<file path="config.mk">
export PLATFORM = sky130hd
export DESIGN_NAME = t1_superframe_line_coder
export DESIGN_NICKNAME = d
export VERILOG_FILES = /design/src/rtl/crc6_gen.v /design/src/rtl/rx_decoder.v /design/src/rtl/t1_superframe_line_coder.v
export VERILOG_INCLUDE_DIRS = /design/src /design/src/rtl
export SDC_FILE = /design/constraint.sdc
export NUM_CORES = 1
export LEC_CHECK = 0
export ABC_AREA = 1
export BUFFER_PORTS_ARGS = -buffer_cell sky130_fd_sc_hd__buf_2
export CORE_ASPECT_RATIO = 1.75
export CORE_MARGIN = 2
export CORE_UTILIZATION = 31
export CTS_BUF_LIST = sky130_fd_sc_hd__clkbuf_2 sky130_fd_sc_hd__clkbuf_4 sky130_fd_sc_hd__clkbuf_8
export DETAILED_ROUTE_END_ITERATION = 8
export PLACE_DENSITY = 0.54
export SYNTH_ARGS = -nofsm -noshare
export SYNTH_HDL_FRONTEND = slang
export SYNTH_SLANG_ARGS = --single-unit
</file>
<file path="constraint.sdc">
create_clock -name ref_clk_in -period 3.2 [get_ports ref_clk_in]
set_clock_uncertainty 0.15 [all_clocks]
set_input_delay 0.32 -clock ref_clk_in [delete_from_list [all_inputs] [get_ports ref_clk_in]]
set_output_delay 0.32 -clock ref_clk_in [all_outputs]
set_load 0.02 [all_outputs]
</file>
<file path="src/rtl/line_coder_defines.vh">
// Behaviour
// - twelve-frame mode: odd-frame framing bits carry terminal pattern, even frames signaling
// - terminal framing bits in frames 1,3,5,7,9,11 are 1,0,1,0,1,0
// - signaling framing bits in frames 2,4,6,8,10,12 are 0,0,1,1,1,0
// - frame 12 signaling framing bit may carry yellow alarm instead
// - twenty-four-frame mode shares framing bit: alignment, data link, check bits
// - alignment bits in frames 4,8,12,16,20,24 are 0,0,1,0,1,1
// - odd frames carry data link bit taken from transmit link input
// - check bits in frames 2,6,...,22 computed internally when source select 0
// - source select 1: check bits sampled from serial input at framing bit
// - twelve-frame mode: bit 8 carries A in frame 6, B in frame 12
// - twenty-four-frame mode: A,B,C,D in frames 6,12,18,24
// - clear channels keep bit 8 as data in signaling frames
// - alternate mark inversion: marks alternate polarity, zeros send nothing
// - bit-7 suppression forces bit 7 of all-zero channel to one
// - substitution enabled: every eight outgoing zeros become substitution word
// - word is 000+-0-+ after positive mark, 000-+0+- after negative
// - error monitor ignores violations at positions four and seven of word when substitution enabled
// - receiver restores each substitution word to eight zeros when enabled
// - substitution words always flagged in status regardless of enable
// - frame is one framing bit then 24 eight-bit timeslots
// - channel data goes most significant bit first
// - superframe spans 12 or 24 frames by mode
`ifndef LINE_CODER_DEFINES_VH
`define LINE_CODER_DEFINES_VH
`define BITS_PER_FRAME 8'd193
`define FRAMES_12 5'd12
`define FRAMES_24 5'd24
`define TS_PATTERN 12'h111
`define SF_PATTERN 12'h2a0
`define APS_PATTERN 6'h34
`define RX_DELAY 4'd8
`define REG_CTRL 8'h00
`define REG_STATUS 8'h04
`define REG_CLEAR_LO 8'h08
`define REG_SIGNAL 8'h0c
`define CTRL_RESET 8'h00
`define CTRL_MODE24 0
`define CTRL_CRC_EXT 1
`define CTRL_ZCS 2
`define CTRL_SUBST 3
`define CTRL_YEL 4
`endif

</file>
<file path="src/rtl/crc6_gen.v">
`timescale 1ns/10ps
`include "line_coder_defines.vh"
// ==========================================
// check-bit generator, x^6+x+1 over payload
module crc6_gen (
    input wire ref_clk_in, // clock
    input wire reset_in, // sync reset
    input wire start_in, // superframe start, latches result
    input wire bit_valid_in, // payload bit strobe
    input wire bit_in, // payload bit
    output reg [5:0] crc_out // last superframe result
);
    reg [5:0] acc_q;
    wire fb = bit_in ^ acc_q[5];
    always @(posedge ref_clk_in) begin
        if (reset_in) begin
            acc_q <= 6'h00;
            crc_out <= 6'h00;
        end else if (start_in) begin
            crc_out <= acc_q;
            acc_q <= 6'h00;
        end else if (bit_valid_in) begin
            acc_q <= {acc_q[4:0], 1'b0} ^ {4'h0, fb, fb};
        end
    end
endmodule

</file>
<file path="src/rtl/rx_decoder.v">
`timescale 1ns/10ps
`include "line_coder_defines.vh"
// ==========================================
// receive bipolar decoder with substitution detect
module rx_decoder (
    input wire ref_clk_in, // clock
    input wire reset_in, // sync reset
    input wire subst_en_in, // substitution enable
    input wire pos_in, // synchronised positive pulse
    input wire neg_in, // synchronised negative pulse
    input wire bit_tick_in, // line bit time
    output reg data_out, // decoded data, 8 ticks late
    output reg bpv_out, // unexcused violation
    output reg subst_seen_out // substitution word seen
);
    reg [7:0] p_q;
    reg [7:0] n_q;
    reg last_pos_q;
    // judged as it leaves, so a completed word is cleared first
    wire mark = p_q[7] | n_q[7];
    // oldest at bit 7; word pattern in arrival order
    wire word_hit = (p_q == 8'h00 && n_q == 8'h00) ? 1'b0 :
        ((p_q[7:5] == 3'b000) && (n_q[7:5] == 3'b000) &&
         (p_q[2] == 1'b0) && (n_q[2] == 1'b0) &&
         (({p_q[4],n_q[3],n_q[1],p_q[0]} == 4'hf) ||
          ({n_q[4],p_q[3],p_q[1],n_q[0]} == 4'hf)) &&
         ((p_q[4:0] | n_q[4:0]) == 5'h1b));
    always @(posedge ref_clk_in) begin
        if (reset_in) begin
            p_q <= 8'h00;
            n_q <= 8'h00;
            last_pos_q <= 1'b0;
            data_out <= 1'b0;
            bpv_out <= 1'b0;
            subst_seen_out <= 1'b0;
        end else if (bit_tick_in) begin
            subst_seen_out <= word_hit;
            if (word_hit && subst_en_in) begin
                p_q <= {7'h00, pos_in};
                n_q <= {7'h00, neg_in};
                data_out <= p_q[7] | n_q[7];
                bpv_out <= 1'b0;
            end else begin
                p_q <= {p_q[6:0], pos_in};
                n_q <= {n_q[6:0], neg_in};
                data_out <= p_q[7] | n_q[7];
                bpv_out <= mark & (p_q[7] == last_pos_q);
            end
            if (mark)
                last_pos_q <= p_q[7];
        end else begin
            subst_seen_out <= 1'b0;
            bpv_out <= 1'b0;
        end
    end
endmodule

</file>
<file path="src/rtl/t1_superframe_line_coder.v">
`timescale 1ns/10ps
`include "line_coder_defines.vh"
module t1_superframe_line_coder (
    input wire ref_clk_in, // clock
    input wire reset_in, // sync reset, active high
    input wire tx_bit_tick_in, // transmit bit time, same domain
    input wire transmit_serial_data_input_in, // tx payload
    input wire transmit_link_input_in, // data link bit
    input wire [3:0] abcd_in, // signaling bits a,b,c,d
    input wire rpos_in, // line positive pulse pin
    input wire rneg_in, // line negative pulse pin
    input wire rx_bit_tick_in, // receive bit time, same domain
    output reg tpos_out, // line positive pulse
    output reg tneg_out, // line negative pulse
    output reg transmit_multiframe_out, // superframe start
    output reg transmit_signaling_frame_out, // signaling frame flag
    output reg transmit_signaling_select_out, // c/d half flag, b half in twelve-frame mode
    output reg rx_data_out, // decoded receive data
    output reg rx_bpv_out, // violation pulse
    output reg [7:0] tx_frame_out, // current frame, 1 based
    input wire s_awvalid, // axi
    output wire s_awready, // axi
    input wire [31:0] s_awaddr, // axi
    input wire s_wvalid, // axi
    output wire s_wready, // axi
    input wire [31:0] s_wdata, // axi
    input wire [3:0] s_wstrb, // axi
    output reg s_bvalid, // axi
    input wire s_bready, // axi
    output reg [1:0] s_bresp, // axi
    input wire s_arvalid, // axi
    output wire s_arready, // axi
    input wire [31:0] s_araddr, // axi
    output reg s_rvalid, // axi
    input wire s_rready, // axi
    output reg [31:0] s_rdata, // axi
    output reg [1:0] s_rresp // axi
);
    // ==========================================
    // registers
    reg [7:0] ctrl_q;
    reg [23:0] clear_q;
    reg status_subst_q;
    reg status_bpv_q;
    reg aw_q, w_q;
    reg [31:0] awaddr_q, wdata_q;
    reg [3:0] wstrb_q;
    wire mode24 = ctrl_q[`CTRL_MODE24];
    assign s_awready = ~aw_q & ~s_bvalid;
    assign s_wready = ~w_q & ~s_bvalid;
    assign s_arready = ~s_rvalid;
    wire rx_subst;
    wire wr_go = aw_q & w_q & ~s_bvalid;
    wire wr_status = wr_go && awaddr_q[7:0] == `REG_STATUS;
    always @(posedge ref_clk_in) begin
        if (reset_in) begin
            aw_q <= 1'b0;
            w_q <= 1'b0;
            awaddr_q <= 32'h0;
            wdata_q <= 32'h0;
            wstrb_q <= 4'h0;
            s_bvalid <= 1'b0;
            s_bresp <= 2'b00;
            ctrl_q <= `CTRL_RESET;
            clear_q <= 24'h0;
        end else begin
            if (s_awvalid && s_awready) begin
                aw_q <= 1'b1;
                awaddr_q <= s_awaddr;
            end
            if (s_wvalid && s_wready) begin
                w_q <= 1'b1;
                wdata_q <= s_wdata;
                wstrb_q <= s_wstrb;
            end
            if (wr_go) begin
                aw_q <= 1'b0;
                w_q <= 1'b0;
                s_bvalid <= 1'b1;
                s_bresp <= 2'b00;
                case (awaddr_q[7:0])
                    `REG_CTRL: begin
                        if (wstrb_q[0])
                            ctrl_q <= wdata_q[7:0];
                    end
                    `REG_CLEAR_LO: begin
                        if (wstrb_q[0])
                            clear_q[7:0] <= wdata_q[7:0];
                        if (wstrb_q[1])
                            clear_q[15:8] <= wdata_q[15:8];
                        if (wstrb_q[2])
                            clear_q[23:16] <= wdata_q[23:16];
                    end
                    `REG_STATUS: ;
                    default: s_bresp <= 2'b10;
                endcase
            end else if (s_bvalid && s_bready) begin
                s_bvalid <= 1'b0;
            end
        end
    end
    // sticky status, write-one-to-clear, set wins
    always @(posedge ref_clk_in) begin
        if (reset_in) begin
            status_subst_q <= 1'b0;
            status_bpv_q <= 1'b0;
        end else begin
            status_subst_q <= rx_subst |
                (status_subst_q & ~(wr_status & wstrb_q[0] & wdata_q[0]));
            status_bpv_q <= rx_bpv_out |
                (status_bpv_q & ~(wr_status & wstrb_q[0] & wdata_q[1]));
        end
    end
    always @(posedge ref_clk_in) begin
        if (reset_in) begin
            s_rvalid <= 1'b0;
            s_rdata <= 32'h0;
            s_rresp <= 2'b00;
        end else if (s_arvalid && s_arready) begin
            s_rvalid <= 1'b1;
            s_rresp <= 2'b00;
            case (s_araddr[7:0])
                `REG_CTRL: s_rdata <= {24'h0, ctrl_q};
                `REG_STATUS: s_rdata <= {30'h0, status_bpv_q,
                    status_subst_q};
                `REG_CLEAR_LO: s_rdata <= {8'h0, clear_q};
                `REG_SIGNAL: s_rdata <= {19'h0, tx_frame_out, 5'h0};
                default: begin
                    s_rdata <= 32'h0;
                    s_rresp <= 2'b10;
                end
            endcase
        end else if (s_rvalid && s_rready) begin
            s_rvalid <= 1'b0;
        end
    end
    // ==========================================
    // transmit counters
    reg [7:0] bit_q;
    reg [4:0] frame_q;
    reg [7:0] chan_q;
    wire [4:0] frames = mode24 ? `FRAMES_24 : `FRAMES_12;
    wire fbit = (bit_q == 8'd0);
    wire [7:0] slot_w = (bit_q - 8'd1) >> 3;
    wire [4:0] slot = slot_w[4:0];
    wire [2:0] pos = bit_q[2:0] - 3'd1;
    always @(posedge ref_clk_in) begin
        if (reset_in) begin
            bit_q <= 8'd0;
            frame_q <= 5'd0;
        end else if (tx_bit_tick_in) begin
            if (bit_q == `BITS_PER_FRAME - 8'd1) begin
                bit_q <= 8'd0;
                frame_q <= (frame_q == frames - 5'd1) ? 5'd0 :
                    frame_q + 5'd1;
            end else begin
                bit_q <= bit_q + 8'd1;
            end
        end
    end
    // ==========================================
    // framing and signaling bit select
    wire [5:0] crc;
    reg [5:0] crc_ext_q;
    wire sig_frame = (frame_q % 5'd6) == 5'd5;
    wire [11:0] ts_pat = `TS_PATTERN;
    wire [11:0] sf_pat = `SF_PATTERN;
    wire [5:0] aps_pat = `APS_PATTERN;
    reg tx_bit;
    always @* begin
        tx_bit = transmit_serial_data_input_in;
        if (fbit) begin
            if (!mode24) begin
                if (!frame_q[0])
                    tx_bit = ts_pat[frame_q[3:0]];
                else if (frame_q == 5'd11 && ctrl_q[`CTRL_YEL])
                    tx_bit = 1'b1;
                else
                    tx_bit = sf_pat[frame_q[3:0]];
            end else if (!frame_q[0]) begin
                tx_bit = transmit_link_input_in;
            end else if (frame_q[1:0] == 2'd3) begin
                tx_bit = aps_pat[frame_q[4:2]];
            end else begin
                tx_bit = ctrl_q[`CTRL_CRC_EXT] ? transmit_serial_data_input_in :
                    crc[5 - (frame_q >> 2)];
            end
        end else if (sig_frame && pos == 3'd7 && !clear_q[slot]) begin
            tx_bit = abcd_in[3 - ((frame_q + 5'd1) / 5'd6 - 5'd1)];
        end
    end
    crc6_gen u_crc (
        .ref_clk_in(ref_clk_in),
        .reset_in(reset_in),
        .start_in(tx_bit_tick_in && fbit && frame_q == 5'd0 && mode24),
        .bit_valid_in(tx_bit_tick_in && !fbit),
        .bit_in(transmit_serial_data_input_in),
        .crc_out(crc)
    );
    // ==========================================
    // zero suppression and bipolar coding
    reg [7:0] octet_q;
    reg [7:0] pend_q;
    reg [3:0] sub_q;
    reg last_pos_q;
    wire zero_octet_early = (octet_q[5:0] == 6'h0) && !tx_bit &&
        !transmit_serial_data_input_in;
    wire stuffed = ctrl_q[`CTRL_ZCS] && !fbit && pos == 3'd6 &&
        zero_octet_early;
    wire out_bit = tx_bit | stuffed;
    // eight bits held back so a whole zero run can be swapped out
    wire sub_start = ctrl_q[`CTRL_SUBST] && sub_q == 4'd0 &&
        pend_q == 8'h00;
    wire [3:0] sub_pos = sub_start ? 4'd1 : sub_q;
    always @(posedge ref_clk_in) begin
        if (reset_in) begin
            octet_q <= 8'h0;
            pend_q <= 8'h0;
            sub_q <= 4'h0;
            last_pos_q <= 1'b0;
            tpos_out <= 1'b0;
            tneg_out <= 1'b0;
        end else if (tx_bit_tick_in) begin
            octet_q <= {octet_q[6:0], out_bit};
            pend_q <= {pend_q[6:0], out_bit};
            sub_q <= (sub_pos == 4'd0 || sub_pos == 4'd8) ? 4'd0 :
                sub_pos + 4'd1;
            tpos_out <= 1'b0;
            tneg_out <= 1'b0;
            if (sub_pos != 4'd0) begin
                // violations at 4 and 7, reference kept
                if (sub_pos == 4'd4 || sub_pos == 4'd8) begin
                    tpos_out <= last_pos_q;
                    tneg_out <= ~last_pos_q;
                end else if (sub_pos == 4'd5 || sub_pos == 4'd7) begin
                    tpos_out <= ~last_pos_q;
                    tneg_out <= last_pos_q;
                end
            end else if (pend_q[7]) begin
                tpos_out <= ~last_pos_q;
                tneg_out <= last_pos_q;
                last_pos_q <= ~last_pos_q;
            end
        end
    end
    always @(posedge ref_clk_in) begin
        if (reset_in) begin
            transmit_multiframe_out <= 1'b0;
            transmit_signaling_frame_out <= 1'b0;
            transmit_signaling_select_out <= 1'b0;
            tx_frame_out <= 8'h0;
        end else begin
            transmit_multiframe_out <= frame_q == 5'd0;
            transmit_signaling_frame_out <= sig_frame;
            transmit_signaling_select_out <= frame_q >= (frames >> 1);
            tx_frame_out <= {3'h0, frame_q} + 8'd1;
        end
    end
    // ==========================================
    // receive path, pins synchronised first
    reg [1:0] rp_q, rn_q;
    always @(posedge ref_clk_in) begin
        if (reset_in) begin
            rp_q <= 2'b00;
            rn_q <= 2'b00;
        end else begin
            rp_q <= {rp_q[0], rpos_in};
            rn_q <= {rn_q[0], rneg_in};
        end
    end
    wire rx_d, rx_v;
    rx_decoder u_rx (
        .ref_clk_in(ref_clk_in),
        .reset_in(reset_in),
        .subst_en_in(ctrl_q[`CTRL_SUBST]),
        .pos_in(rp_q[1]),
        .neg_in(rn_q[1]),
        .bit_tick_in(rx_bit_tick_in),
        .data_out(rx_d),
        .bpv_out(rx_v),
        .subst_seen_out(rx_subst)
    );
    always @(posedge ref_clk_in) begin
        if (reset_in) begin
            rx_data_out <= 1'b0;
            rx_bpv_out <= 1'b0;
        end else begin
            rx_data_out <= rx_d;
            rx_bpv_out <= rx_v;
        end
    end
endmodule

</file>
Yosys cells after proc, flatten, opt, wreduce, memory -nomap -nowiden
Memory sizes are Yosys's and may differ from the RTL's. A register that Yosys moved wholly into a read port is not among the register bits.
Index checks and enable logic that the tools add are counted.
{ "totals": {"n_memories": 3, "reg_bits": 192, "output_inout_bits": 56, "elab_cells": 219, "rom_bits": 40, "input_bits": 117} }
{ "classes": {"n_addsub": 11, "muxes": 46, "n_eq_ne": 20, "div": 2, "order_cmp": 6, "bitwise": 28, "n_reduce_logical": 63} }
{ "mem_list": {"columns": ["name", "depth", "word_bits", "rd", "rd_clocked_by_memory_dff", "write_ports", "line", "text"], "rows": [
  ["(name not given)", 16, 1, 1, 1, 0, "t1_superframe_line_coder.v:179", "tx_bit = sf_pat[frame_q[3:0]];"],
  ["(name not given)", 16, 1, 1, 1, 0, "t1_superframe_line_coder.v:175", "tx_bit = ts_pat[frame_q[3:0]];"],
  ["(name not given)", 8, 1, 1, 1, 0, "t1_superframe_line_coder.v:183", "tx_bit = aps_pat[frame_q[4:2]];"]
]} }
{ "op_table": {"columns": ["op", "n"], "rows": [
  ["$pmux W24 S4", 1],
  ["$logic_not A8 Y1", 6],
  ["$div A32 B3 Y32 const B", 1],
  ["$lt A32 B3 Y1 const B", 1],
  ["$lt A32 B4 Y1 const B", 1],
  ["$sub A2 B32 Y32 const A", 1],
  ["$sub A32 B1 Y32 const B", 1],
  ["$logic_and A1 B1 Y1", 27],
  ["$mux W1", 27],
  ["$eq A8 B4 Y1 const B", 3],
  ["$mux W4", 6],
  ["$mux W8", 3],
  ["$eq A8 B3 Y1 const B", 2],
  ["$reduce_and A3 Y1", 5],
  ["$add A5 B1 Y6 const B", 2],
  ["$eq A4 B3 Y1 const B", 3],
  ["$eq A4 B4 Y1 const B", 3],
  ["$not A1 Y1", 11],
  ["$and A1 B1 Y1", 10],
  ["$mux W5", 2],
  ["$add A8 B1 Y8 const B", 1],
  ["$eq A8 B8 Y1 const B", 1],
  ["$logic_not A4 Y1", 2],
  ["$sub A8 B1 Y8 const B", 1],
  ["37 further kinds", 55]
]} }

Depth between registers and ports, before layout
Gate-level depths: netlist (run 1).
{ "logic_depth": {"word_depth": 13, "ltp_mapped": 23, "depth_no_buf": 23} }

Hierarchy
Synthesis (run 1) repeated with hierarchy kept, for this count alone.
{ "hier_totals": {"hier_cells": 1132, "hier_area_um2": 8139.1} }
{ "by_module_without_submodules": {"columns": ["mod", "cells_each", "n_inst", "seq_area_each_um2", "area_per_inst_um2"], "rows": [
  ["t1_superframe_line_coder", 968, 1, 2902.8, 6882.9],
  ["rx_decoder", 102, 1, 400.4, 788.3],
  ["crc6_gen", 62, 1, 240.2, 467.9]
]} }

Worst setup path before layout (run 1)
No wires, ideal clock.
{ "synth_timing": {"path_kind": "reg-to-reg", "startpoint": "reg frame_q[0]", "endpoint": "reg octet_q[0]", "setup_ns": 0.122, "stages_incl_launch_ff": 24, "synth_period_minus_slack_ns": 3.015, "n_path_buf": 0, "arrival_time_ns": 2.743, "slack_ns": 0.185, "cell_sequence": "dfxtp_1 inv_1 ha_1 nand2_1 inv_1 nand2_2 nand3_4 nor2_4 inv_2 ha_1 nand2_2 nand3_1 nand2_1 inv_1 ha_1 nand3_1 nor2_1 nand2_1 nand2_1 nand2_1 nor2_1 nand2_1 nand3_1 a21oi_2"} }
{ "synth_between": {"elab_chain_cells": 13} }
{ "synth_rtl": {"columns": ["item", "line", "text"], "rows": [
  ["start, declared", "t1_superframe_line_coder.v:140", "reg [4:0] frame_q;"],
  ["start signal, assigned", "t1_superframe_line_coder.v:154", "frame_q <= (frame_q == frames - 5'd1) ? 5'd0 :"],
  ["$add A5 B1 Y6", "t1_superframe_line_coder.v:189", "tx_bit = abcd_in[3 - ((frame_q + 5'd1) / 5'd6 - 5'd1)];"],
  ["$div A32 B3 Y32", "t1_superframe_line_coder.v:189", null],
  ["$sub A32 B1 Y32", "t1_superframe_line_coder.v:189", null],
  ["$sub A2 B32 Y32", "t1_superframe_line_coder.v:189", null],
  ["$bmux W1 S2", "t1_superframe_line_coder.v:189", null],
  ["$mux W1 (not written as such)", "t1_superframe_line_coder.v:189", null],
  ["$mux W1", "t1_superframe_line_coder.v:188", "end else if (sig_frame && pos == 3'd7 && !clear_q[slot]) begin"],
  ["$mux W1 *", "t1_superframe_line_coder.v:172", "if (fbit) begin"],
  ["$logic_not A1 Y1", "t1_superframe_line_coder.v:206", "wire zero_octet_early = (octet_q[5:0] == 6'h0) && !tx_bit &&"],
  ["$logic_and A1 B1 Y1 (2 in series)", "t1_superframe_line_coder.v:206", null],
  ["$logic_and A1 B1 Y1", "t1_superframe_line_coder.v:208", "wire stuffed = ctrl_q[`CTRL_ZCS] && !fbit && pos == 3'd6 &&"],
  ["$or A1 B1 Y1 *", "t1_superframe_line_coder.v:210", "wire out_bit = tx_bit | stuffed;"],
  ["end signal, assigned", "t1_superframe_line_coder.v:224", "octet_q <= {octet_q[6:0], out_bit};"],
  ["end, declared", "t1_superframe_line_coder.v:202", "reg [7:0] octet_q;"]
]} }
Every way passes the cells marked *; elsewhere a longest branch is shown, timed or not. The select of a mux whose other input is x is not followed.
A chain may end at the register's enable or synchronous reset.

Final worst setup path (run 1)
Same ends and word-level chain as after synthesis.

==> impl_table.tex, run 1 <==
\begin{tabular}{lr}
\hline
Metric & Value \\
\hline
\multicolumn{2}{l}{\textbf{Status}} \\
Status & finished, final reports clean \\
\multicolumn{2}{l}{\textbf{CTS}} \\
Number of buffers between clock root and the deepest sink & 2 \\
Post-CTS setup buffers & 0 \\
Clock sinks & 177 \\
CTS clock-pin slew for the worst setup and hold paths & 90 ps \\
Total clock buffers created by CTS & 17 \\
Number of levels the H-tree was split into & 4 \\
CTS tree & yes \\
Clock root buffer & sky130\_fd\_sc\_hd\_\_clkbuf\_8 \\
Insertion delay to the later sink of the worst-skew pair & 480 ps \\
\multicolumn{2}{l}{\textbf{Drt}} \\
Number of vias in the routed layout & 7,536 \\
Number of DRC violations after detailed routing & 0 \\
Vias per std cell & between 4 and 5 \\
Iteration count of the initial detailed-routing pass & 4 \\
Post-DR wirelength/cell & 13.7 um \\
Violation count after the first detailed-routing iteration & between 300 and 400 \\
Final wirelength & roughly 22,000 um \\
Remaining antenna violation count & 0 \\
\multicolumn{2}{l}{\textbf{Floorplanning}} \\
Number of primary I/O pins & 173 \\
Total number of placement rows & a little under 80 \\
Die Span Y & 219 um \\
Core Region & 25,900 um\^{}2 \\
Area enclosed by the die boundary & 27,700 um\^{}2 \\
Chip width & 127 um \\
Initial core utilization & 31.5\% \\
\multicolumn{2}{l}{\textbf{Worst setup path}} \\
Kind of critical path & flop to flop \\
Crit path top cell by count & sky130\_fd\_sc\_hd\_\_nand2\_2 \\
Number of buffers and inverters on the critical path & 2 \\
Family with the most delay on the worst path & simple AND/OR/NAND/NOR gates \\
Type of origin of the critical path & flop \\
Slowest cell delay on critical path & 380 ps \\
Arrival time worst endpoint & 3130 ps \\
Master of the slowest instance on the critical path & sky130\_fd\_sc\_hd\_\_dfxtp\_4 \\
Required time of the critical path & between 3000 and 4000 ps \\
Element type at the critical path end & flop \\
Crit path cell chain & ha\_1 -> buf\_4 -> nand4\_2 -> nand2\_2 -> ha\_1 -> inv\_1 -> nor2\_1 -> a21oi\_1 -> nand2\_2 -> a21oi\_1 -> nor2\_2 -> nor2\_2 -> nand2\_2 -> o21ai\_1 -> nand3\_1 -> nand2\_1 -> nand2\_1 -> nand3\_1 -> a21oi\_2 \\
Maximum fanout along the worst path & 7 \\
\multicolumn{2}{l}{\textbf{Layout}} \\
Final std cell area, no fill & 9880 um\^{}2 \\
Nets@finish & between 1,000 and 1,500 \\
Filler cell count & around 2,800 \\
Share of the core filled with cells in the final layout & 38.2\% \\
Area growth, synth to finish & 21.1\% \\
Share of final-layout standard cells stronger than drive strength 1 & 17.1\% \\
\multicolumn{2}{l}{\textbf{Synthesis}} \\
Mapped Area & 8150 um\^{}2 \\
Async set or reset register ratio after synthesis & 0\% \\
Most used flip-flop cell after synthesis & sky130\_fd\_sc\_hd\_\_dfxtp\_1 \\
Post-synthesis area per instance & 7.27 um\^{}2 \\
Total number of yosys warnings & 0 \\
Number of synthesized flops with an enable pin & 0 \\
Synthesized flop and latch total & $\sim$180 \\
Gate Count Post-Synth & approximately 1,100 \\
Distinct cell type count of the synthesized netlist & 47 \\
Portion of the post-synthesis area used by sequential elements & 43.5\% \\
\multicolumn{2}{l}{\textbf{Place}} \\
Placed Area & 9040 um\^{}2 \\
Place WS & 123 ps \\
IO Port Bufs & between 100 and 150 \\
Weighted congestion reported at the end of routability-driven placement & 0.855 \\
Detailed placement HPWL & 16,400 um \\
\multicolumn{2}{l}{\textbf{Hold path}} \\
Kind of path behind the tightest hold check & input port to flop \\
\multicolumn{2}{l}{\textbf{Timing}} \\
Final worst-path cycle share & 90.8\% \\
Final setup violation count & 0 \\
Slew @ Worst Pin & 717 ps \\
Time the worst path needs with I/O delays and setup & slightly below 3000 ps \\
Setup repair after global routing missed its margin & false \\
Final hold vios & 0 \\
Worst Setup Slack, final & about 300 ps \\
Slew Limit Fails & 0 \\
Peak clock frequency supported by timing & about 0.34 GHz \\
Setup TNS & 0 ps \\
Max\_slew headroom & 51.9\% \\
\multicolumn{2}{l}{\textbf{Global route}} \\
Antenna violations before repair & 1 \\
Overflow after GRT & 0 \\
Largest net degree at the start of global routing & 42 \\
First-pass GRT wire length & 35,500 um \\
Total routing resource utilization after global routing & 16.1\% \\
Via count of the first global-routing pass & 7,225 \\
\multicolumn{2}{l}{\textbf{Pwr}} \\
Worst supply voltage drop on vdd & 259 uV \\
Power Dens Cells & around 450 nW/um\^{}2 \\
Static power due to leakage & approximately 4.1 nW \\
\multicolumn{2}{l}{\textbf{Flow run}} \\
Reported max-cap violation count & 0 \\
\hline
\end{tabular}
state kept, by name, summed over array words and instances (netlist names), 2 cells and up, named ones only:
name,cells
awaddr_q,8
tx_frame_out,6
wdata_q,24
pend_q,3
wstrb_q,3
u_rx.n_q,8
clear_q,24
ctrl_q,8
u_crc.acc_q,6
rp_q,2
rn_q,2
bit_q,8
sub_q,4
s_rdata,24
frame_q,5
u_crc.crc_out,6
octet_q,5
u_rx.p_q,8
timing repair:
action / in CTS / in global routing
hold buffers: 39 / 0
hold endpoints to repair: 39 / 0
resized for setup: 0 / 4
setup endpoints to repair: 0 / 2
through the flow:
step	power [mW]	hold slack (ps)	instances
floorplan	2.68	238	1132
global placement	2.80	240	1526
detailed placement	2.81	244	1526
CTS	4.54	43.1	1596
global route	4.71	78.6	1597
finish	4.48	89.0	1597
synthesized netlist by cell type, drive strengths merged (5+ instances only):
master	count	area [um^2]
clkbuf	30	113
nand3	81	455
ha	18	225
o21ai	90	458
a211oi	17	128
o221ai	6	52.6
buf	28	189
xor2	12	131
inv	121	454
nand4	14	93.8
nor3	24	125
nand2	206	796
dfxtp	177	3540
o22ai	5	31.3
a21oi	87	443
nor4	12	115
nor2	173	672
final cells by class:
class                   instances  area, um^2  area share (%)
diodes                          1        2.50          0.0253
clock buffers                  24         312            3.15
clock inverters                 7         124            1.25
inverters                     124         465            4.71
multi-input cells             773        3890            39.4
flip-flops and latches        177        3550            35.9
well taps                     320         400            4.05
repair buffers                171        1140            11.5
path summary, 6_finish.rpt:
kind | from | to | slack, ps | cells after the start
worst max-delay path | frame_q[0]$_SDFFE_PP0P_ | octet_q[0]$_SDFFE_PP0P_ | 290 | 19
worst min-delay path | rx_bit_tick_in | u_rx.n_q[6]$_SDFFE_PP0P_ | 90 | 3
worst max register to register | frame_q[0]$_SDFFE_PP0P_ | octet_q[0]$_SDFFE_PP0P_ | 290 | 19
worst min register to register | rp_q[0]$_SDFF_PP0_ | rp_q[1]$_SDFF_PP0_ | 250 | 2
worst reg2reg max path: stages (launching register included):
cell                      delay [ps]
sky130_fd_sc_hd__dfxtp_4         380
sky130_fd_sc_hd__ha_1            250
sky130_fd_sc_hd__buf_4           160
sky130_fd_sc_hd__nand4_2         120
sky130_fd_sc_hd__nand2_2          80
sky130_fd_sc_hd__ha_1            230
sky130_fd_sc_hd__inv_1           110
sky130_fd_sc_hd__nor2_1           60
sky130_fd_sc_hd__a21oi_1         150
sky130_fd_sc_hd__nand2_2         110
sky130_fd_sc_hd__a21oi_1         190
sky130_fd_sc_hd__nor2_2           80
sky130_fd_sc_hd__nor2_2          140
sky130_fd_sc_hd__nand2_2          90
sky130_fd_sc_hd__o21ai_1         130
sky130_fd_sc_hd__nand3_1          80
sky130_fd_sc_hd__nand2_1         100
sky130_fd_sc_hd__nand2_1          70
sky130_fd_sc_hd__nand3_1          90
sky130_fd_sc_hd__a21oi_2          50
layer usage:
layer | track usage (%) | vias to the layer above | part of all wire, %
li1 | - | 3912 | -
met1 | 17.1 | 3459 | 41
met2 | 30.4 | 137 | 54
met3 | 2.82 | 28 | 2.9
met4 | 7.25 | 0 | 2.8
met5 | 0 | - | 0
layout by cell type (no fill, tap or decap), drive strengths merged:
cell and count:
o221ai 6, clkinv 5, clkinvlp 1, a22oi 2, nand4 14, or2 4, nand3b 1, a211oi 17
xor2 12, o21ai 90, a31oi 3, nand2 206, o21bai 1, dlygate4sd3 39, diode 1, inv 122
conb 12, nor4 12, o22ai 5, ha 18, clkbuf 24, nand3 81, a21oi 87, bufinv 3
o211ai 1, nor2 173, nor3 24, buf 132, o21a 2, dfxtp 177, o41ai 1, xnor2 1
power by group:
group	switching, mW	total (mW)	internal [mW]
clock	0.806	1.69	0.883
combinational	0.306	0.479	0.172
sequential	0.0387	2.31	2.27
total	1.15	4.48	3.33
kinds of logic after synthesis:
family                   synth area share (%)
AO/OA/AOI/OAI                            14.5
XOR/XNOR                                 1.72
adder cells (fa/ha/maj)                  2.76
buffers and inverters                    9.41
flip-flops                               43.5
other                                  0.0460
AND/OR/NAND/NOR                          28.1
(Power assumes the default switching activity.)
==> run 2, diff against run 1 <==
Settings changed: MAX_ROUTING_LAYER set to met4, PLACE_DENSITY 0.54 to 0.5.
==> impl_table.tex, run 2 (synthesized netlist as in run 1, its figures left out) <==
\begin{tabular}{lr}
\hline
Metric & Value \\
\hline
\multicolumn{2}{l}{\textbf{Status}} \\
Status & finished, final reports clean \\
\multicolumn{2}{l}{\textbf{CTS}} \\
Clock root buffer & sky130\_fd\_sc\_hd\_\_clkbuf\_8 \\
Insertion delay to the later sink of the worst-skew pair & 490 ps (about the same) \\
Number of buffers between clock root and the deepest sink & 2 (unchanged) \\
Clock sinks & 177 (unchanged) \\
Number of levels the H-tree was split into & 4 (unchanged) \\
Total clock buffers created by CTS & 17 (unchanged) \\
CTS tree & yes \\
CTS clock-pin slew for the worst setup and hold paths & 90 ps (about the same) \\
\multicolumn{2}{l}{\textbf{Pwr}} \\
Static power due to leakage & 4.16 nW (+0.57\%) \\
Power share of the combinational group & 10.9\% (+0.2 points) \\
Clock network fraction of design power & 37.3\% (-0.4 points) \\
Cell internal pwr & 3.29 mW (-1.0\%) \\
Net Sw Frac & 26.1\% (+0.36 points) \\
Worst supply voltage drop on vdd & 224 uV (-14\%) \\
Sequential share of power & 51.8\% (+0.2 points) \\
Switching Power & 1.16 mW (+0.83\%) \\
Power Dens Cells & 449 nW/um\^{}2 (-0.98\%) \\
\multicolumn{2}{l}{\textbf{Hold path}} \\
End point of the worst hold path & tx\_frame\_out[0]\$\_SDFF\_PP0\_ \\
Worst Min Path Start & reset\_in \\
Kind of path behind the tightest hold check & input port to flop \\
Worst hold path depth & 2 (-1) \\
\multicolumn{2}{l}{\textbf{Drt}} \\
Number of vias in the routed layout & 7,466 (-0.93\%) \\
Vias per std cell & 4.65 (-1.5\%) \\
Iteration count of the initial detailed-routing pass & 4 (unchanged) \\
Remaining antenna violation count & 0 (unchanged) \\
Final wirelength & 21,800 um (-0.56\%) \\
Number of DRC violations after detailed routing & 0 (unchanged) \\
Violation count after the first detailed-routing iteration & 339 (+9.4\%) \\
Post-DR wirelength/cell & 13.6 um (-1.1\%) \\
\multicolumn{2}{l}{\textbf{Worst setup path}} \\
Terminus of the critical flop-to-flop path & octet\_q[0]\$\_SDFFE\_PP0P\_ \\
Kind of critical path & flop to flop \\
Maximum fanout along the worst path & 6 (-1) \\
Count of cells along the worst register-to-register path & 23 (+4) \\
Arrival time worst endpoint & 3130 ps (about the same) \\
Worst reg-to-reg setup slack & 310 ps (about the same) \\
Type of origin of the critical path & flop \\
Element type at the critical path end & flop \\
R2R Path Start & frame\_q[0]\$\_SDFFE\_PP0P\_ \\
Required time of the critical path & 3430 ps (about the same) \\
\multicolumn{2}{l}{\textbf{Global route}} \\
Via count of the first global-routing pass & 7,231 (+0.083\%) \\
Total routing resource utilization after global routing & 16.5\% (+0.35 points) \\
First-pass GRT wire length & 35,300 um (-0.76\%) \\
Antenna violations before repair & 0 (-1) \\
Largest net degree at the start of global routing & 45 (+7.1\%) \\
Overflow after GRT & 0 (unchanged) \\
\multicolumn{2}{l}{\textbf{Floorplanning}} \\
Number of primary I/O pins & 173 (unchanged) \\
Total number of placement rows & 78 (unchanged) \\
Die Span Y & 219 um (unchanged) \\
Chip width & 127 um (unchanged) \\
Core Region & 25,900 um\^{}2 (unchanged) \\
Area enclosed by the die boundary & 27,700 um\^{}2 (unchanged) \\
Initial core utilization & 31.5\% (unchanged) \\
\multicolumn{2}{l}{\textbf{Timing}} \\
Time the worst path needs with I/O delays and setup & 2890 ps (-13.3 ps) \\
Final worst-path cycle share & 90.4\% (-0.41 points) \\
Setup repair after global routing missed its margin & false \\
Slew @ Worst Pin & 641 ps (-76.1 ps) \\
Slew Limit Fails & 0 (unchanged) \\
Final setup violation count & 0 (unchanged) \\
Setup TNS & 0 ps (unchanged) \\
Final hold vios & 0 (unchanged) \\
Max\_slew headroom & 57.2\% (+5.3 points) \\
Peak clock frequency supported by timing & 0.346 GHz (+0.46\%) \\
\multicolumn{2}{l}{\textbf{Place}} \\
Detailed placement HPWL & 16,400 um (+0.31\%) \\
IO Port Bufs & 103 (unchanged) \\
Placed Area & 9070 um\^{}2 (+0.28\%) \\
Weighted congestion reported at the end of routability-driven placement & 0.818 (-4.2\%) \\
Placed instance count & 1,531 (+0.33\%) \\
\multicolumn{2}{l}{\textbf{Layout}} \\
Nets@finish & 1,407 (+0.57\%) \\
Area growth, synth to finish & 21.7\% \\
Finished Layout Cells & 1,606 (+0.56\%) \\
Area of combinational cells with multiple inputs & 3890 um\^{}2 (unchanged) \\
Share of the core filled with cells in the final layout & 38.4\% (+0.17 points) \\
Filler cell count & 2,747 (-0.65\%) \\
FF+latch area & 3550 um\^{}2 (about the same) \\
Final std cell area, no fill & 9920 um\^{}2 (+0.44\%) \\
Registers with the highest flip-flop counts & clear\_q (24), s\_rdata (24), wdata\_q (24) \\
Share of final-layout standard cells stronger than drive strength 1 & 17.5\% (+0.43 points) \\
Top library cells by usage in the layout, fill and taps aside & sky130\_fd\_sc\_hd\_\_nand2\_1, sky130\_fd\_sc\_hd\_\_dfxtp\_1, sky130\_fd\_sc\_hd\_\_nor2\_1 \\
Leading cell type in the layout, fill and taps excluded & sky130\_fd\_sc\_hd\_\_nand2\_1 \\
\multicolumn{2}{l}{\textbf{Flow run}} \\
Reported max-cap violation count & 0 (unchanged) \\
\hline
\end{tabular}
[run 2: worst max-delay path: stages, from the launching register on]
cell                      delay (ps)
sky130_fd_sc_hd__dfxtp_4         390
sky130_fd_sc_hd__inv_1            60
sky130_fd_sc_hd__ha_1            240
sky130_fd_sc_hd__nand2_1         100
sky130_fd_sc_hd__inv_1            50
sky130_fd_sc_hd__nand2_2          80
sky130_fd_sc_hd__nand3_4          70
sky130_fd_sc_hd__nor2_4          100
sky130_fd_sc_hd__inv_2            40
sky130_fd_sc_hd__ha_1            210
sky130_fd_sc_hd__nand2_1          90
sky130_fd_sc_hd__nand3_1         100
sky130_fd_sc_hd__nand2_1          90
sky130_fd_sc_hd__inv_1            50
sky130_fd_sc_hd__ha_1            260
sky130_fd_sc_hd__nand3_1          70
sky130_fd_sc_hd__nor2_1          100
sky130_fd_sc_hd__nand2_1          50
sky130_fd_sc_hd__nand2_1         120
sky130_fd_sc_hd__nand2_1          80
sky130_fd_sc_hd__nor2_1           90
sky130_fd_sc_hd__nand2_1          70
sky130_fd_sc_hd__nand3_1          90
sky130_fd_sc_hd__a21oi_2          50
[run 2: per-layer routing]
| layer | GRT usage, % | wire (um) | part of all wire [%] | up-vias |
|---|---|---|---|---|
| met5 | - | 0 | 0 | - |
| met4 | 6.74 | 633 | 2.9 | 0 |
| met3 | 3.01 | 581 | 2.7 | 36 |
| met2 | 30.9 | 11900 | 54 | 125 |
| met1 | 16.6 | 8770 | 40 | 3357 |
| li1 | - | - | - | 3948 |
[run 2: worst max path at each step]
stage,from,endpoint
5_1_grt,frame_q[0]$_SDFFE_PP0P_,octet_q[0]$_SDFFE_PP0P_
3_5_place_dp,frame_q[0]$_SDFFE_PP0P_,octet_q[0]$_SDFFE_PP0P_
6_report,frame_q[0]$_SDFFE_PP0P_,octet_q[0]$_SDFFE_PP0P_
3_3_place_gp,frame_q[0]$_SDFFE_PP0P_,octet_q[0]$_SDFFE_PP0P_
4_1_cts,frame_q[0]$_SDFFE_PP0P_,octet_q[0]$_SDFFE_PP0P_
2_1_floorplan,frame_q[0]$_SDFFE_PP0P_,octet_q[0]$_SDFFE_PP0P_
[run 2: what timing repair did]
item / 4_1_cts / 5_1_grt
hold buffers: 42 / 0
endpoints found under the setup margin: 0 / 1
buffers inserted: 0 / 0
resized for setup: 0 / 5
hold endpoints to repair: 40 / 0
[run 2: through the flow]
stage | hold slack [ps] | power (mW) | setup WS, ps
CTS | 23.1 | 4.53 | 171
global route | 52.8 | 4.68 | 28.2
finish | 67.3 | 4.45 | 308
floorplan | 238 | 2.68 | 185
global placement | 240 | 2.81 | 186
detailed placement | 243 | 2.81 | 187
[run 2: power by group through the flow]
stage	clock, mW	combinational, mW	sequential (mW)
floorplan	0	0.323	2.36
global placement	0	0.445	2.36
detailed placement	0	0.448	2.36
CTS	1.73	0.488	2.31
global route	1.81	0.550	2.32
finish	1.66	0.483	2.31
[run 2: cell type report]
cell class | count | share of cell area, %
clock inverter | 9 | 1.32
multi-input combinational | 773 | 39.2
clock buffer | 23 | 2.94
antenna | 1 | 0.0252
tap | 320 | 4.04
timing repair buffer | 179 | 12.0
sequential | 177 | 35.8
inverter | 124 | 4.69
==> run 3, diff against run 2 <==
==> constraint.sdc (replaced) <==
create_clock -name ref_clk_in -period 3.2 [get_ports ref_clk_in]
set_clock_uncertainty 0.15 [all_clocks]
set_input_delay 0.48 -clock ref_clk_in [delete_from_list [all_inputs] [get_ports ref_clk_in]]
set_output_delay 0.48 -clock ref_clk_in [all_outputs]
set_load 0.02 [all_outputs]
==> impl_table.tex, run 3 (synthesized netlist as in run 1, its figures left out) <==
\begin{tabular}{lr}
\hline
Metric & Value \\
\hline
\multicolumn{2}{l}{\textbf{Pwr}} \\
Static power due to leakage & 3.96 nW (-4.7\%) \\
Worst supply voltage drop on vdd & 270 uV (+20\%) \\
Power Dens Cells & 454 nW/um\^{}2 (+1.2\%) \\
\multicolumn{2}{l}{\textbf{Hold path}} \\
Worst Min Path Start & rneg\_in \\
End point of the worst hold path & rn\_q[0]\$\_SDFF\_PP0\_ \\
Kind of path behind the tightest hold check & input port to flop \\
Worst hold path depth & 3 (+1) \\
\multicolumn{2}{l}{\textbf{Place}} \\
Detailed placement HPWL & 16,400 um (+0.23\%) \\
Weighted congestion reported at the end of routability-driven placement & 0.846 (+3.4\%) \\
Placed instance count & 1,529 (-0.13\%) \\
Place WS & 223 ps (+36.2 ps) \\
IO Port Bufs & 103 (unchanged) \\
\multicolumn{2}{l}{\textbf{CTS}} \\
CTS tree & yes \\
Clock root buffer & sky130\_fd\_sc\_hd\_\_clkbuf\_8 \\
Number of levels the H-tree was split into & 4 (unchanged) \\
Post-CTS setup buffers & 0 (unchanged) \\
Insertion delay to the later sink of the worst-skew pair & 480 ps (about the same) \\
CTS clock-pin slew for the worst setup and hold paths & 90 ps (about the same) \\
Number of buffers between clock root and the deepest sink & 2 (unchanged) \\
Clock sinks & 177 (unchanged) \\
Total clock buffers created by CTS & 17 (unchanged) \\
\multicolumn{2}{l}{\textbf{Floorplanning}} \\
Initial core utilization & 31.5\% (unchanged) \\
Core Region & 25,900 um\^{}2 (unchanged) \\
Die Span Y & 219 um (unchanged) \\
Total number of placement rows & 78 (unchanged) \\
Chip width & 127 um (unchanged) \\
Area enclosed by the die boundary & 27,700 um\^{}2 (unchanged) \\
Number of primary I/O pins & 173 (unchanged) \\
\multicolumn{2}{l}{\textbf{Timing}} \\
Worst Setup Slack, final & 289 ps (-19.3 ps) \\
Final setup violation count & 0 (unchanged) \\
Max\_slew headroom & 52.8\% (-4.4 points) \\
Peak clock frequency supported by timing & 0.343 GHz (-0.66\%) \\
Setup TNS & 0 ps (unchanged) \\
Slew @ Worst Pin & 704 ps (+62.5 ps) \\
Final worst-path cycle share & 91.0\% (+0.60 points) \\
Setup repair after global routing missed its margin & false \\
Time the worst path needs with I/O delays and setup & 2910 ps (+19.3 ps) \\
Final hold vios & 0 (unchanged) \\
Slew Limit Fails & 0 (unchanged) \\
\multicolumn{2}{l}{\textbf{Layout}} \\
Area growth, synth to finish & 16.1\% \\
Area of combinational cells with multiple inputs & 3890 um\^{}2 (about the same) \\
Filler cell count & 2,854 (+3.9\%) \\
Top library cells by usage in the layout, fill and taps aside & sky130\_fd\_sc\_hd\_\_nand2\_1, sky130\_fd\_sc\_hd\_\_dfxtp\_1, sky130\_fd\_sc\_hd\_\_nor2\_1 \\
FF+latch area & 3550 um\^{}2 (-0.11\%) \\
Leading cell type in the layout, fill and taps excluded & sky130\_fd\_sc\_hd\_\_nand2\_1 \\
Nets@finish & 1,364 (-3.1\%) \\
Finished Layout Cells & 1,563 (-2.7\%) \\
Registers with the highest flip-flop counts & clear\_q (24), s\_rdata (24), wdata\_q (24) \\
Share of final-layout standard cells stronger than drive strength 1 & 18.0\% (+0.45 points) \\
\multicolumn{2}{l}{\textbf{Worst setup path}} \\
R2R Path Start & frame\_q[4]\$\_SDFFE\_PP0P\_ \\
Required time of the critical path & 3420 ps (about the same) \\
Crit path cell chain & ha\_2 -> inv\_1 -> nand2\_1 -> nand3\_4 -> nor2\_4 -> inv\_2 -> ha\_1 -> nand2\_1 -> nand3\_1 -> nand2\_1 -> inv\_1 -> ha\_1 -> nand3\_1 -> nor2\_1 -> nand2\_1 -> nand2\_1 -> nand2\_1 -> nor2\_1 -> nand2\_1 -> nand3\_1 -> a21oi\_2 \\
Terminus of the critical flop-to-flop path & octet\_q[0]\$\_SDFFE\_PP0P\_ \\
Type of origin of the critical path & flop \\
Family with the most delay on the worst path & simple AND/OR/NAND/NOR gates \\
Kind of critical path & flop to flop \\
Master of the slowest instance on the critical path & sky130\_fd\_sc\_hd\_\_dfxtp\_1 \\
Maximum fanout along the worst path & 3 (-3) \\
Number of buffers and inverters on the critical path & 3 (-1) \\
Crit path top cell by count & sky130\_fd\_sc\_hd\_\_nand2\_1 \\
Worst reg-to-reg setup slack & 290 ps (-20 ps) \\
Element type at the critical path end & flop \\
Slowest cell delay on critical path & 390 ps (about the same) \\
Launching element of the worst setup path & frame\_q[4]\$\_SDFFE\_PP0P\_ \\
Count of cells along the worst register-to-register path & 21 (-8.7\%) \\
Arrival time worst endpoint & 3130 ps (about the same) \\
\multicolumn{2}{l}{\textbf{Drt}} \\
Post-DR wirelength/cell & 13.9 um (+2.4\%) \\
Violation count after the first detailed-routing iteration & 381 (+12\%) \\
Number of vias in the routed layout & 7,332 (-1.8\%) \\
Iteration count of the initial detailed-routing pass & 4 (unchanged) \\
Vias per std cell & 4.69 (+0.91\%) \\
Final wirelength & 21,800 um (-0.31\%) \\
Remaining antenna violation count & 0 (unchanged) \\
Number of DRC violations after detailed routing & 0 (unchanged) \\
\multicolumn{2}{l}{\textbf{Global route}} \\
Total routing resource utilization after global routing & 16.3\% (-0.15 points) \\
Overflow after GRT & 0 (unchanged) \\
Antenna violations before repair & 1 (+1) \\
Largest net degree at the start of global routing & 45 (unchanged) \\
First-pass GRT wire length & 34,700 um (-1.5\%) \\
Via count of the first global-routing pass & 6,947 (-3.9\%) \\
\multicolumn{2}{l}{\textbf{Flow run}} \\
Reported max-cap violation count & 0 (unchanged) \\
\multicolumn{2}{l}{\textbf{Status}} \\
Status & finished, final reports clean \\
\hline
\end{tabular}
-- run 3: per-layer routing --
metal  wire length [um]  GRT usage [%]
met5                  0              -
met4                660           7.29
met3                528           2.57
met2              11700           29.9
met1               8870           17.0
-- run 3: worst reg2reg max path: stages, from the launching register on --
cell and delay, ps:
sky130_fd_sc_hd__dfxtp_1 390, sky130_fd_sc_hd__ha_2 210, sky130_fd_sc_hd__inv_1 100, sky130_fd_sc_hd__nand2_1 150
sky130_fd_sc_hd__nand3_4 100, sky130_fd_sc_hd__nor2_4 100, sky130_fd_sc_hd__inv_2 40, sky130_fd_sc_hd__ha_1 200
sky130_fd_sc_hd__nand2_1 100, sky130_fd_sc_hd__nand3_1 120, sky130_fd_sc_hd__nand2_1 120, sky130_fd_sc_hd__inv_1 50
sky130_fd_sc_hd__ha_1 260, sky130_fd_sc_hd__nand3_1 70, sky130_fd_sc_hd__nor2_1 100, sky130_fd_sc_hd__nand2_1 50
sky130_fd_sc_hd__nand2_1 110, sky130_fd_sc_hd__nand2_1 80, sky130_fd_sc_hd__nor2_1 80, sky130_fd_sc_hd__nand2_1 70
sky130_fd_sc_hd__nand3_1 90, sky130_fd_sc_hd__a21oi_2 60
-- run 3: worst max-delay path by stage --
| stage | to | slack (ps) | cells past startpoint |
|---|---|---|---|
| 3_3_place_gp | octet_q[0]$_SDFFE_PP0P_ | 250 | 23 |
| 2_1_floorplan | octet_q[0]$_SDFFE_PP0P_ | 180 | 23 |
| 3_5_place_dp | octet_q[0]$_SDFFE_PP0P_ | 220 | 23 |
| 4_1_cts | octet_q[0]$_SDFFE_PP0P_ | 190 | 19 |
| 6_report | octet_q[0]$_SDFFE_PP0P_ | 290 | 21 |
| 5_1_grt | octet_q[0]$_SDFFE_PP0P_ | 6 | 23 |
-- run 3: metrics by stage --
stage / hold WS, ps / cell area, um^2 / total power, mW / utilization (%)
4_1_cts: 6.50 / 9460 / 4.37 / 36.6
2_1_floorplan: 238 / 8200 / 2.68 / -
3_5_place_dp: 244 / 9050 / 2.81 / 35.0
3_3_place_gp: 241 / 9050 / 2.80 / 35.0
5_1_grt: 47.0 / 9470 / 4.51 / 36.6
6_report: 47.9 / 9470 / 4.30 / 36.6
-- run 3: layout make-up --
class                   instances  share of cell area [%]
diodes                          1                  0.0264
clock buffers                  24                    3.36
clock inverters                 8                   0.819
inverters                     124                    4.92
multi-input cells             773                    41.1
flip-flops and latches        177                    37.5
well taps                     320                    4.23
repair buffers                136                    8.11
-- run 3: power breakdown --
group / total [mW] / switching (mW) / internal, mW
clock: 1.55 / 0.812 / 0.735
combinational: 0.443 / 0.302 / 0.141
sequential: 2.31 / 0.0378 / 2.27
-- run 3: repair_timing --
action | 4_1_cts | 5_1_grt
hold endpoints to repair | 1 | 0
resized for setup | 0 | 5
setup endpoints to repair | 0 | 1
hold buffers | 1 | 0
